===== src/design/xpt_host_pkg.sv =====
`default_nettype none
package xpt_host_pkg;

  // ------------------------------------------------------------------
  // connection store geometry
  // ------------------------------------------------------------------
  localparam int NUM_OUT = 17;
  localparam int ADDR_W  = 5;
  localparam int WORD_W  = 7;
  localparam int EN_BIT  = 6;
  localparam int CNT_W   = 4;
  localparam logic [4:0] BCAST_ADDR = 5'h11;
  localparam logic [4:0] LAST_ADDR  = 5'h10;

  // ------------------------------------------------------------------
  // register offsets and fields
  // ------------------------------------------------------------------
  localparam logic [7:0] OFF_CMD      = 8'h00;
  localparam logic [7:0] OFF_ADDR     = 8'h04;
  localparam logic [7:0] OFF_DATA     = 8'h08;
  localparam logic [7:0] OFF_STATUS   = 8'h0C;
  localparam logic [7:0] OFF_READBACK = 8'h10;
  localparam logic [7:0] OFF_WRITTEN  = 8'h14;
  localparam logic [7:0] OFF_SHSEL    = 8'h18;
  localparam logic [7:0] OFF_SHDATA   = 8'h1C;
  localparam int ST_BUSY    = 0;
  localparam int ST_BOOTED  = 1;
  localparam int ST_ALL_WR  = 2;
  localparam int ST_REFUSED = 3;
  localparam logic [4:0]  RST_ADDR = 5'h00;
  localparam logic [6:0]  RST_DATA = 7'h00;
  localparam logic [6:0]  RST_WORD = 7'h00;

  typedef enum logic [2:0] {
    CMD_NONE    = 3'h0,
    CMD_WRITE   = 3'h1,
    CMD_UPDATE  = 3'h2,
    CMD_READ    = 3'h3,
    CMD_DISABLE = 3'h4
  } cmd_t;

  typedef enum logic [1:0] {
    PH_IDLE   = 2'h0,
    PH_SETUP  = 2'h1,
    PH_STROBE = 2'h3,
    PH_HOLD   = 2'h2
  } phase_t;

  // ------------------------------------------------------------------
  // pin timing, ns and cycles
  // ------------------------------------------------------------------
  localparam int CLK_NS   = 10;
  localparam int T_DSW_NS = 15;
  localparam int T_WP_NS  = 15;
  localparam int T_WHU_NS = 10;
  localparam int T_UW_NS  = 15;
  localparam int T_TW_NS  = 15;
  localparam int T_RHA_NS = 5;
  localparam int T_RDE_NS = 15;
  localparam int T_RDD_NS = 30;
  localparam int C_DSW = (T_DSW_NS + CLK_NS - 1) / CLK_NS;
  localparam int C_WP  = (T_WP_NS + CLK_NS - 1) / CLK_NS;
  localparam int C_WHU = (T_WHU_NS + CLK_NS - 1) / CLK_NS;
  localparam int C_UW  = (T_UW_NS + CLK_NS - 1) / CLK_NS;
  localparam int C_TW  = (T_TW_NS + CLK_NS - 1) / CLK_NS;
  localparam int C_RHA = (T_RHA_NS + CLK_NS - 1) / CLK_NS;
  localparam int C_RDE = (T_RDE_NS + CLK_NS - 1) / CLK_NS;
  localparam int C_RDD = (T_RDD_NS + CLK_NS - 1) / CLK_NS;

endpackage : xpt_host_pkg
`default_nettype wire


===== src/design/shadow_if.sv =====
`default_nettype none
interface shadow_if;
  logic       wr;
  logic       wr_all;
  logic [4:0] waddr;
  logic [6:0] wdata;
  logic [4:0] raddr;
  logic [6:0] rdata;
  modport ctrl (output wr, output wr_all, output waddr, output wdata,
                output raddr, input rdata);
  modport mem  (input wr, input wr_all, input waddr, input wdata,
                input raddr, output rdata);
endinterface : shadow_if
`default_nettype wire


===== src/design/xpt_host.sv =====
// The implementer's own choices: the address map and register access over APB.
`default_nettype none
// Overview of operation
// [RULE1] device keeps two seven-bit connection stages for each of 17 outputs
// [RULE2] outputs follow only the second stage, not first-stage writes
// [RULE3] five-bit output address, bit four most significant
// [RULE4] word bits five to zero pick one of 33 inputs
// [RULE5] word bit six enables the output, clear means high impedance
// [RULE6] chip select and write strobe low load first stage of addressed output
// [RULE7] host raises write strobe again after every write
// [RULE8] chip select and transfer low copy all first stage to second
// [RULE9] first stage undefined at power-up; host writes all before transfer
// [RULE10] chip select and readback low drive addressed second-stage word
// [RULE11] host releases data bus whenever readback strobe is low
// [RULE12] readback and write strobes may be low together
// [RULE13] strobes, address and data ignored unless chip select low
// [RULE14] raising chip select changes no stored word nor outputs
// [RULE15] output disable low clears enable bit of all second-stage words
// [RULE16] output disable acts regardless of chip select
// [RULE17] output disable leaves first stage and input selects untouched
// [RULE18] host pulses output disable low at power-up
// [RULE19] all control inputs act on level, not edge
// [RULE20] address 10001 writes the word into every first-stage latch
// [RULE21] unused input codes mean no connection; unused addresses ignored
module xpt_host (
  input  wire logic        clk,               // 100 MHz clock
  input  wire logic        resetn,            // async reset, low
  input  wire logic        psel,              // apb select
  input  wire logic        penable,           // apb access phase
  input  wire logic        pwrite,            // apb direction
  input  wire logic [7:0]  paddr,             // apb byte address
  input  wire logic [31:0] pwdata,            // apb write data
  output logic [31:0]      prdata,            // apb read data
  output logic             pready,            // apb ready
  output logic             pslverr,           // apb error
  output logic             chip_sel_n,        // device chip select
  output logic             pend_write_n,      // first-stage write strobe
  output logic             transfer_n,        // second-stage transfer
  output logic             readback_strobe_n, // readback enable
  output logic             out_disable_n,     // global output disable
  output logic [4:0]       out_addr,          // output address pins
  output logic [6:0]       data_o,            // data pins, driven value
  output logic             data_oe,           // data pins driven
  input  wire logic [6:0]  data_i             // data pins, sensed value
);
  typedef struct packed {
    xpt_host_pkg::phase_t ph;
    xpt_host_pkg::cmd_t   cmd;
    logic                 pend;
    logic [4:0]           addr;
    logic [6:0]           data;
    logic [6:0]           rdbk;
    logic [16:0]          written;
    logic                 booted, refused;
    logic [4:0]           shsel;
    logic                 cs_n, we_n, up_n, rd_n, dis_n;
    logic [4:0]           pin_a;
    logic [6:0]           pin_d;
    logic                 d_oe;
    logic                 pready;
    logic [31:0]          prdata;
    logic                 pslverr;
  } st_t;

  localparam st_t ST_RST = '{
    ph: xpt_host_pkg::PH_IDLE, cmd: xpt_host_pkg::CMD_DISABLE,
    pend: 1'b1, addr: xpt_host_pkg::RST_ADDR,
    data: xpt_host_pkg::RST_DATA, rdbk: xpt_host_pkg::RST_WORD,
    written: 17'h00000, booted: 1'b0, refused: 1'b0, shsel: 5'h00,
    cs_n: 1'b1, we_n: 1'b1, up_n: 1'b1, rd_n: 1'b1, dis_n: 1'b1,
    pin_a: xpt_host_pkg::RST_ADDR, pin_d: xpt_host_pkg::RST_DATA,
    d_oe: 1'b0, pready: 1'b0, prdata: 32'h00000000, pslverr: 1'b0};
  localparam logic [16:0] ALL_WR = 17'h1FFFF;
  localparam int          CNT_W  = xpt_host_pkg::CNT_W;
  st_t q;
  st_t d;
  logic                            tm_load;
  logic [CNT_W-1:0]                tm_count;
  logic                            tm_exp;
  logic                            access, commit, busy, ok;
  shadow_if sh ();
  phase_timer #(.W(CNT_W)) u_timer (
    .clk     (clk),
    .resetn  (resetn),
    .load    (tm_load),
    .count   (tm_count),
    .expired (tm_exp)
  );
  shadow_mem #(.N(xpt_host_pkg::NUM_OUT)) u_shadow (
    .clk    (clk),
    .resetn (resetn),
    .port   (sh.mem)
  );

  assign access = psel && penable;
  assign commit = access && q.pready && pwrite;
  assign busy   = (q.ph != xpt_host_pkg::PH_IDLE) || q.pend;
  assign sh.raddr = q.shsel;

  // ------------------------------------------------------------------
  // bus slave and pin sequencer
  // ------------------------------------------------------------------
  always_comb
  begin
    d = q;
    ok = 1'b0;
    tm_load = 1'b0;
    tm_count = '0;
    sh.wr = 1'b0;
    sh.wr_all = 1'b0;
    sh.waddr = q.pin_a;
    sh.wdata = q.pin_d;
    d.pready = access && !q.pready;
    if (access && !q.pready)
    begin
      d.pslverr = 1'b0;
      d.prdata = 32'h00000000;
      case (paddr)
        xpt_host_pkg::OFF_CMD:      d.prdata[2:0] = q.cmd;
        xpt_host_pkg::OFF_ADDR:     d.prdata[4:0] = q.addr;
        xpt_host_pkg::OFF_DATA:     d.prdata[6:0] = q.data;
        xpt_host_pkg::OFF_STATUS:
        begin
          d.prdata[xpt_host_pkg::ST_BUSY]    = busy;
          d.prdata[xpt_host_pkg::ST_BOOTED]  = q.booted;
          d.prdata[xpt_host_pkg::ST_ALL_WR]  = &q.written;
          d.prdata[xpt_host_pkg::ST_REFUSED] = q.refused;
        end
        xpt_host_pkg::OFF_READBACK: d.prdata[6:0] = q.rdbk;
        xpt_host_pkg::OFF_WRITTEN:  d.prdata[16:0] = q.written;
        xpt_host_pkg::OFF_SHSEL:    d.prdata[4:0] = q.shsel;
        xpt_host_pkg::OFF_SHDATA:   d.prdata[6:0] = sh.rdata;
        default:                    d.pslverr = 1'b1;
      endcase
    end
    if (commit)
    begin
      case (paddr)
        xpt_host_pkg::OFF_ADDR:  d.addr = pwdata[4:0];
        xpt_host_pkg::OFF_DATA:  d.data = pwdata[6:0];
        xpt_host_pkg::OFF_SHSEL: d.shsel = pwdata[4:0];
        xpt_host_pkg::OFF_STATUS:
          if (pwdata[xpt_host_pkg::ST_REFUSED])
            d.refused = 1'b0;
        xpt_host_pkg::OFF_CMD:
        begin
          case (xpt_host_pkg::cmd_t'(pwdata[2:0]))
            xpt_host_pkg::CMD_WRITE:
              ok = q.addr <= xpt_host_pkg::BCAST_ADDR;          // [RULE21]
            xpt_host_pkg::CMD_READ:
              ok = q.addr <= xpt_host_pkg::LAST_ADDR;           // [RULE21]
            xpt_host_pkg::CMD_UPDATE:  ok = &q.written;         // [RULE9]
            xpt_host_pkg::CMD_DISABLE: ok = 1'b1;
            default:                   ok = 1'b0;
          endcase
          // one command at a time; a refused one leaves a sticky flag
          if (ok && !busy)
          begin
            d.pend = 1'b1;
            d.cmd = xpt_host_pkg::cmd_t'(pwdata[2:0]);
          end
          else
            d.refused = 1'b1;
        end
        default: ;
      endcase
    end
    case (q.ph)
      xpt_host_pkg::PH_IDLE:
        if (q.pend)
        begin
          d.pend = 1'b0;
          tm_load = 1'b1;
          if (q.cmd == xpt_host_pkg::CMD_DISABLE)
          begin
            // no chip select needed for the disable pulse
            d.dis_n = 1'b0;                                     // [RULE16]
            d.ph = xpt_host_pkg::PH_STROBE;
            tm_count = CNT_W'(xpt_host_pkg::C_TW - 1);          // [RULE15]
          end
          else
          begin
            d.cs_n = 1'b0;                                      // [RULE13]
            d.pin_a = q.addr;                                   // [RULE3]
            d.ph = xpt_host_pkg::PH_SETUP;
            case (q.cmd)
              xpt_host_pkg::CMD_WRITE:
              begin
                d.pin_d = q.data;                               // [RULE4]
                d.d_oe = 1'b1;
                tm_count = CNT_W'(xpt_host_pkg::C_DSW - 1);
              end
              xpt_host_pkg::CMD_READ:
                tm_count = CNT_W'(xpt_host_pkg::C_RHA - 1);
              default:
                tm_count = CNT_W'(xpt_host_pkg::C_WHU - 1);
            endcase
          end
        end
      xpt_host_pkg::PH_SETUP:
        if (tm_exp)
        begin
          tm_load = 1'b1;
          d.ph = xpt_host_pkg::PH_STROBE;
          case (q.cmd)
            xpt_host_pkg::CMD_WRITE:
            begin
              d.we_n = 1'b0;                                    // [RULE6]
              tm_count = CNT_W'(xpt_host_pkg::C_WP - 1);
            end
            xpt_host_pkg::CMD_READ:
            begin
              d.rd_n = 1'b0;                                    // [RULE10]
              d.d_oe = 1'b0;                                    // [RULE11]
              tm_count = CNT_W'(xpt_host_pkg::C_RDE - 1);
            end
            default:
            begin
              d.up_n = 1'b0;                                    // [RULE8]
              tm_count = CNT_W'(xpt_host_pkg::C_UW - 1);
            end
          endcase
        end
      xpt_host_pkg::PH_STROBE:
        if (tm_exp)
        begin
          // strobes are level acting, so each is dropped before moving on
          d.we_n = 1'b1;                                        // [RULE7]
          d.up_n = 1'b1;                                        // [RULE19]
          d.rd_n = 1'b1;
          d.dis_n = 1'b1;
          tm_load = 1'b1;
          d.ph = xpt_host_pkg::PH_HOLD;
          case (q.cmd)
            xpt_host_pkg::CMD_WRITE:
            begin
              if (q.pin_a == xpt_host_pkg::BCAST_ADDR)
              begin
                sh.wr_all = 1'b1;                               // [RULE20]
                d.written = ALL_WR;
              end
              else
              begin
                sh.wr = 1'b1;
                d.written[q.pin_a] = 1'b1;                      // [RULE1]
              end
            end
            xpt_host_pkg::CMD_READ:
            begin
              d.rdbk = data_i;                                  // [RULE10]
              // the device may still drive the pins for a while
              tm_count = CNT_W'(xpt_host_pkg::C_RDD - 1);       // [RULE11]
            end
            xpt_host_pkg::CMD_DISABLE: d.booted = 1'b1;         // [RULE18]
            default: ;
          endcase
        end
      xpt_host_pkg::PH_HOLD:
        if (tm_exp)
        begin
          d.cs_n = 1'b1;                                        // [RULE14]
          d.d_oe = 1'b0;
          d.ph = xpt_host_pkg::PH_IDLE;
        end
      default: d.ph = xpt_host_pkg::PH_IDLE;
    endcase
  end

  always_ff @(posedge clk or negedge resetn)
  begin
    if (!resetn)
      q <= ST_RST;
    else
      q <= d;
  end

  assign prdata            = q.prdata;
  assign pready            = q.pready;
  assign pslverr           = q.pslverr;
  assign chip_sel_n        = q.cs_n;
  assign pend_write_n      = q.we_n;
  assign transfer_n        = q.up_n;
  assign readback_strobe_n = q.rd_n;
  assign out_disable_n     = q.dis_n;
  assign out_addr          = q.pin_a;
  assign data_o            = q.pin_d;
  assign data_oe           = q.d_oe;
endmodule : xpt_host
`default_nettype wire


===== src/design/phase_timer.sv =====
`default_nettype none
module phase_timer #(
  parameter int W = 4
) (
  input  wire logic         clk,     // system clock
  input  wire logic         resetn,  // async reset, low
  input  wire logic         load,    // start a new phase
  input  wire logic [W-1:0] count,   // phase length minus one
  output logic              expired  // phase has run out
);
  typedef struct packed {
    logic [W-1:0] cnt;
  } tm_t;

  tm_t q;
  tm_t d;

  always_comb
  begin
    d = q;
    if (load)
      d.cnt = count;
    else if (q.cnt != '0)
      d.cnt = q.cnt - W'(1);
  end

  always_ff @(posedge clk or negedge resetn)
  begin
    if (!resetn)
      q <= '0;
    else
      q <= d;
  end

  assign expired = (q.cnt == '0);
endmodule : phase_timer
`default_nettype wire


===== src/design/shadow_mem.sv =====
`default_nettype none
module shadow_mem #(
  parameter int N = 17
) (
  input  wire logic clk,     // system clock
  input  wire logic resetn,  // async reset, low
  shadow_if.mem     port     // write and read port
);
  typedef struct packed {
    logic [N-1:0][6:0] word;
    logic [6:0]        rdata;
  } mem_t;

  mem_t q;
  mem_t d;
  logic [N-1:0][6:0] nxt;

  for (genvar g = 0; g < N; g++)
  begin : g_word
    assign nxt[g] = (port.wr_all || (port.wr && port.waddr == 5'(g)))
                    ? port.wdata : q.word[g];
  end

  always_comb
  begin
    d = q;
    d.word = nxt;
    d.rdata = (int'(port.raddr) < N) ? q.word[port.raddr] : 7'h00;
  end

  always_ff @(posedge clk or negedge resetn)
  begin
    if (!resetn)
      q <= '0;
    else
      q <= d;
  end

  assign port.rdata = q.rdata;
endmodule : shadow_mem
`default_nettype wire


===== config.mk =====
export PLATFORM = sky130hd
export DESIGN_NAME = xpt_host
export DESIGN_NICKNAME = d
export VERILOG_FILES = /design/src/design/xpt_host_pkg.sv /design/src/design/shadow_if.sv /design/src/design/xpt_host.sv /design/src/design/phase_timer.sv /design/src/design/shadow_mem.sv
export SDC_FILE = /design/constraint.sdc
export NUM_CORES = 1
export LEC_CHECK = 0
export ABC_AREA = 1
export BUFFER_PORTS_ARGS = -buffer_cell sky130_fd_sc_hd__buf_4
export CAP_MARGIN = 0
export CORE_ASPECT_RATIO = 1.2
export CORE_MARGIN = 2
export CORE_UTILIZATION = 50
export CTS_CLUSTER_DIAMETER = 200
export CTS_CLUSTER_SIZE = 12
export DETAILED_ROUTE_END_ITERATION = 12
export GPL_ROUTABILITY_DRIVEN = 0
export PLACE_DENSITY_LB_ADDON = 0.08
export SYNTH_ARGS = -nofsm -noshare
export SYNTH_HDL_FRONTEND = slang
export SYNTH_SLANG_ARGS = --single-unit

===== constraint.sdc =====
create_clock -name clk -period 1.9 [get_ports clk]
set_input_delay 0.19 -clock clk [delete_from_list [all_inputs] [get_ports clk]]
set_output_delay 0.19 -clock clk [all_outputs]
set_load 0.005 [all_outputs]

==> flow_summary_export.csv <==
group,metric,value,unit
outcome,outcome,"complete, no violations",
power_and_ir_drop,power.density_cell_area,832,mW/mm2
placed_design,detailedPlacementHpwl,17.8,mm
cells_and_area,final_cell_area,0.0116,mm2
worst_setup_path,worstSetupStartpointType,"flip-flop",
timing,final.period_utilization,96.9,%
worst_setup_path,timing.critical_path.slowest_stage_cell,"dfrtp_1",
worst_setup_path,critPathMaxStageDelay,0.38,ns
placed_design,post_dp_cell_area,0.0109,mm2
grt,initial_antenna_violation_count,0,
placed_design,io_buffers,63,
timing,timing.final.crit_period,1.84,ns
logic_synthesis,avgSynthCellArea,8.33,um2
cells_and_area,post_layout_util,59.1,%
timing,slew_headroom,46.1,%
power_and_ir_drop,leakagePower,5.59,nW
timing,setup_slack,0.0597,ns
cts,cts-root-to-sink-buffers,3,
grt,first_global_vias,7977,
worst_setup_path,rrSetupSlack,0.06,ns
cts,numCtsBuffers,21,
worst_setup_path,worst-endpoint-arrival,2.18,ns
placed_design,dpl_worst_slack,-0.000908,ns
routing,drt_wl_total,26.1,mm
routing,dr.pass1.iters,5,
worst_setup_path,cp-endpoint,"u_shadow.q[27]",
worst_setup_path,critical_path_buf_inv_count,4,
logic_synthesis,synthCells,1213,
logic_synthesis,synthArstFlopShare,100,%
routing,detail_route.vias_per_cell,5.28,
worst_setup_path,setup.worst_path.start,"u_timer.q[1]",
cts,tritoncts,"built",
timing,rsz0062_at_grt,"true",
logic_synthesis,yosys.cell_types.count,36,
power_and_ir_drop,totalPowerFinal,9.67,mW
grt,grt_first_pass_wirelength,42.4,mm
grt,globalRouteTotalUtil,25.0,%
cts,clock_tree.htree_level_count,1,
timing,fin_hold_viols,0,
timing,tns,0,ns
worst_setup_path,critPathCaptureType,"flip-flop",
floorplan,die_w,134,um
timing,maxSlewViolCount,0,
placed_design,place.detailed.instances,1494,
routing,drcViolationCount,0,
cells_and_area,layout-area-overhead-vs-synth,15.1,%
grt,maximum_number_of_pins_on_one_net_before_global_route_repair,61,
logic_synthesis,yosys_most_used_dff,"dfrtp_1",
worst_setup_path,r2r_cells,11,
cts,worst_skew_pair.late_latency,0.50,ns
worst_setup_path,regToRegEndpoint,"u_shadow.q[27]",
worst_setup_path,crit_fanout,15,
worst_setup_path,critical_path_class,"flip-flop to flip-flop",
power_and_ir_drop,worst_ir_drop_vdd,0.788,mV
cts,clkSinkCount,216,
logic_synthesis,synth.cell_area,0.0101,mm2
cells_and_area,final_layout_size_suffix_gt1_share,13.8,%
floorplan,floorplan.io_pins,104,
cells_and_area,n_fill_cell,1836,
cells_and_area,design.final.nets,1329,
floorplan,number_of_rows_in_the_core_area,56,
logic_synthesis,ys_seq_area_share,53.6,%
floorplan,starting_density_of_the_core,51.3,%
routing,routed-via-count,8124,
routing,ant_nets,0,
timing,setup-violations-final,0,
hold_path,hp-class,"input pin to flip-flop",
timing,maxClockFrequency,543,MHz
worst_setup_path,timing.critical_path.max_delay_family,"simple AND/OR/NAND/NOR gates",
grt,overflow_after_grt,0,
timing,holdWs,0.0337,ns
timing,clock-skew-final,0.0151,ns
logic_synthesis,yosys_register_bits,216,
timing,worst-slew-pin-transition,0.802,ns
cells_and_area,post_layout_nonfiller_instances,1539,
worst_setup_path,cp_num_cells,11,
run,max_cap_violations,0,
worst_setup_path,critical_path.reg2reg.startpoint,"u_timer.q[1]",
floorplan,die_area,0.0214,mm2
cells_and_area,antennaDiodeCount,0,
worst_setup_path,required,2.24,ns
cts,cts.reportedPaths.clkPinSlew,0.06,ns
worst_setup_path,path_cells,"inv_2, ha_4, nand2_4, nor2_4, inv_2, nor2_4, buf_12, buf_4, nand2_4, nand2_1, o21ai_0",
routing,detail_route.wl_per_cell,17.0,um
floorplan,core,0.0197,mm2
routing,drtIter0Drc,621,
logic_synthesis,syn_warnings,0,
floorplan,die_h,160,um
logic_synthesis,edff_count_synth,0,
cts,cts_root_buffer,"clkbuf_16",
## registers in the layout (all words and copies together) (netlist names)
register and cells:
u_shadow.port.rdata 7, data_oe 1, transfer_n 1, sh.raddr 5, prdata 17, out_disable_n 1, pend_write_n 1, q 44
u_shadow.q 119, pslverr 1, chip_sel_n 1, readback_strobe_n 1, u_timer.q 4, data_o 7, out_addr 5, pready 1
## cells in the mapped netlist, types with 2 or more instances
cell	instances	share of area (%)
inv_1	89	3.3
o21ai_0	172	8.5
inv_2	3	0.11
nand2_2	8	0.50
dfrtp_1	209	52
dfstp_2	7	1.8
o21ai_2	6	0.52
nor2_4	2	0.22
mux2_2	2	0.22
nor2_2	3	0.19
ha_1	5	0.62
o221ai_1	4	0.35
buf_4	44	3.3
nand3_1	41	2.0
xor2_1	2	0.17
o21ai_1	66	3.3
a21oi_1	13	0.64
buf_6	3	0.33
clkbuf_1	36	1.3
buf_2	15	0.74
nor3_1	12	0.59
o31ai_1	10	0.74
nor4_1	2	0.12
nand4_1	6	0.37
o22ai_1	34	2.1
nor2_1	100	3.7
nand2_4	2	0.22
nand2_1	309	11
## cell families after synthesis
group,share of synthesized area [%]
AND/OR/NAND/NOR,19.9
adder cells (fa/ha/maj),0.619
buffers and inverters,9.14
XOR/XNOR,0.260
flip-flops,53.6
other,0.0371
AO/OA/AOI/OAI,16.2
multiplexers,0.223
## worst min path at each step
stage                          from              to  slack [ns]  cells after the start
after floorplan              resetn       data_o[0]       -0.11                      0
after global placement       resetn  u_shadow.q[59]        0.17                      1
after detailed placement     resetn  u_shadow.q[59]        0.17                      1
after CTS                 pwdata[4]     sh.raddr[4]        0.02                      3
after global routing      pwdata[4]           q[94]        0.05                      3
final                     pwdata[4]     sh.raddr[4]        0.03                      3
## layout by cell type (no fill, tap or decap), drive strengths merged
cell	count
o22ai	34
clkbuf	30
o31ai	10
nor4	2
nand4	7
dfstp	7
buf	110
nand3	41
inv	92
nand3b	1
nor2	105
o221ai	4
xnor2	1
ha	5
nor3	12
conb	15
dfrtp	209
mux2	2
o21a	1
xor2	2
and3	1
o21ai	244
dlygate4sd3	10
nor3b	1
nand2	319
a21oi	13
## cell type report
class                      count  area [um2]  area share (%)
multi-input combinational    820        3880            33.3
timing repair buffer         121        1110            9.56
clock buffer                  29         556            4.78
inverter                      92         345            2.97
sequential                   216        5410            46.5
tap                          261         327            2.81
## metal layers
| metal | share of wire [%] | track usage [%] | vias up |
|---|---|---|---|
| li1 | - | - | 4022 |
| met1 | 44 | 34.2 | 3846 |
| met2 | 47 | 40.7 | 206 |
| met3 | 4.2 | 2.95 | 50 |
| met4 | 4.1 | 10.3 | 0 |
| met5 | 0 | 0 | - |
## report_power, final
part	leakage, nW	total [mW]	internal, mW	switching (mW)
clock network	0.268	3.70	2.01	1.69
logic	2.40	1.14	0.485	0.657
registers	2.93	4.83	4.74	0.0864
## timing repair
action                     CTS  global route
setup buffers                0             5
gates resized for setup      1            16
hold buffers                10             0
hold endpoints to repair    65             0
pin swaps                    0             3
setup endpoints to repair    5           109
gates cloned                 0             1
## worst register-to-register path: cells and delay by family (launching register included)
family                     cells  cell delay [ns]
AOI/OAI and AO/OA              1             0.08
buffers and inverters          4             0.47
DFF                            1             0.38
adders and majority gates      1             0.16
and+or+nand+nor                5             0.60
Power figures use the tool's default switching activity.
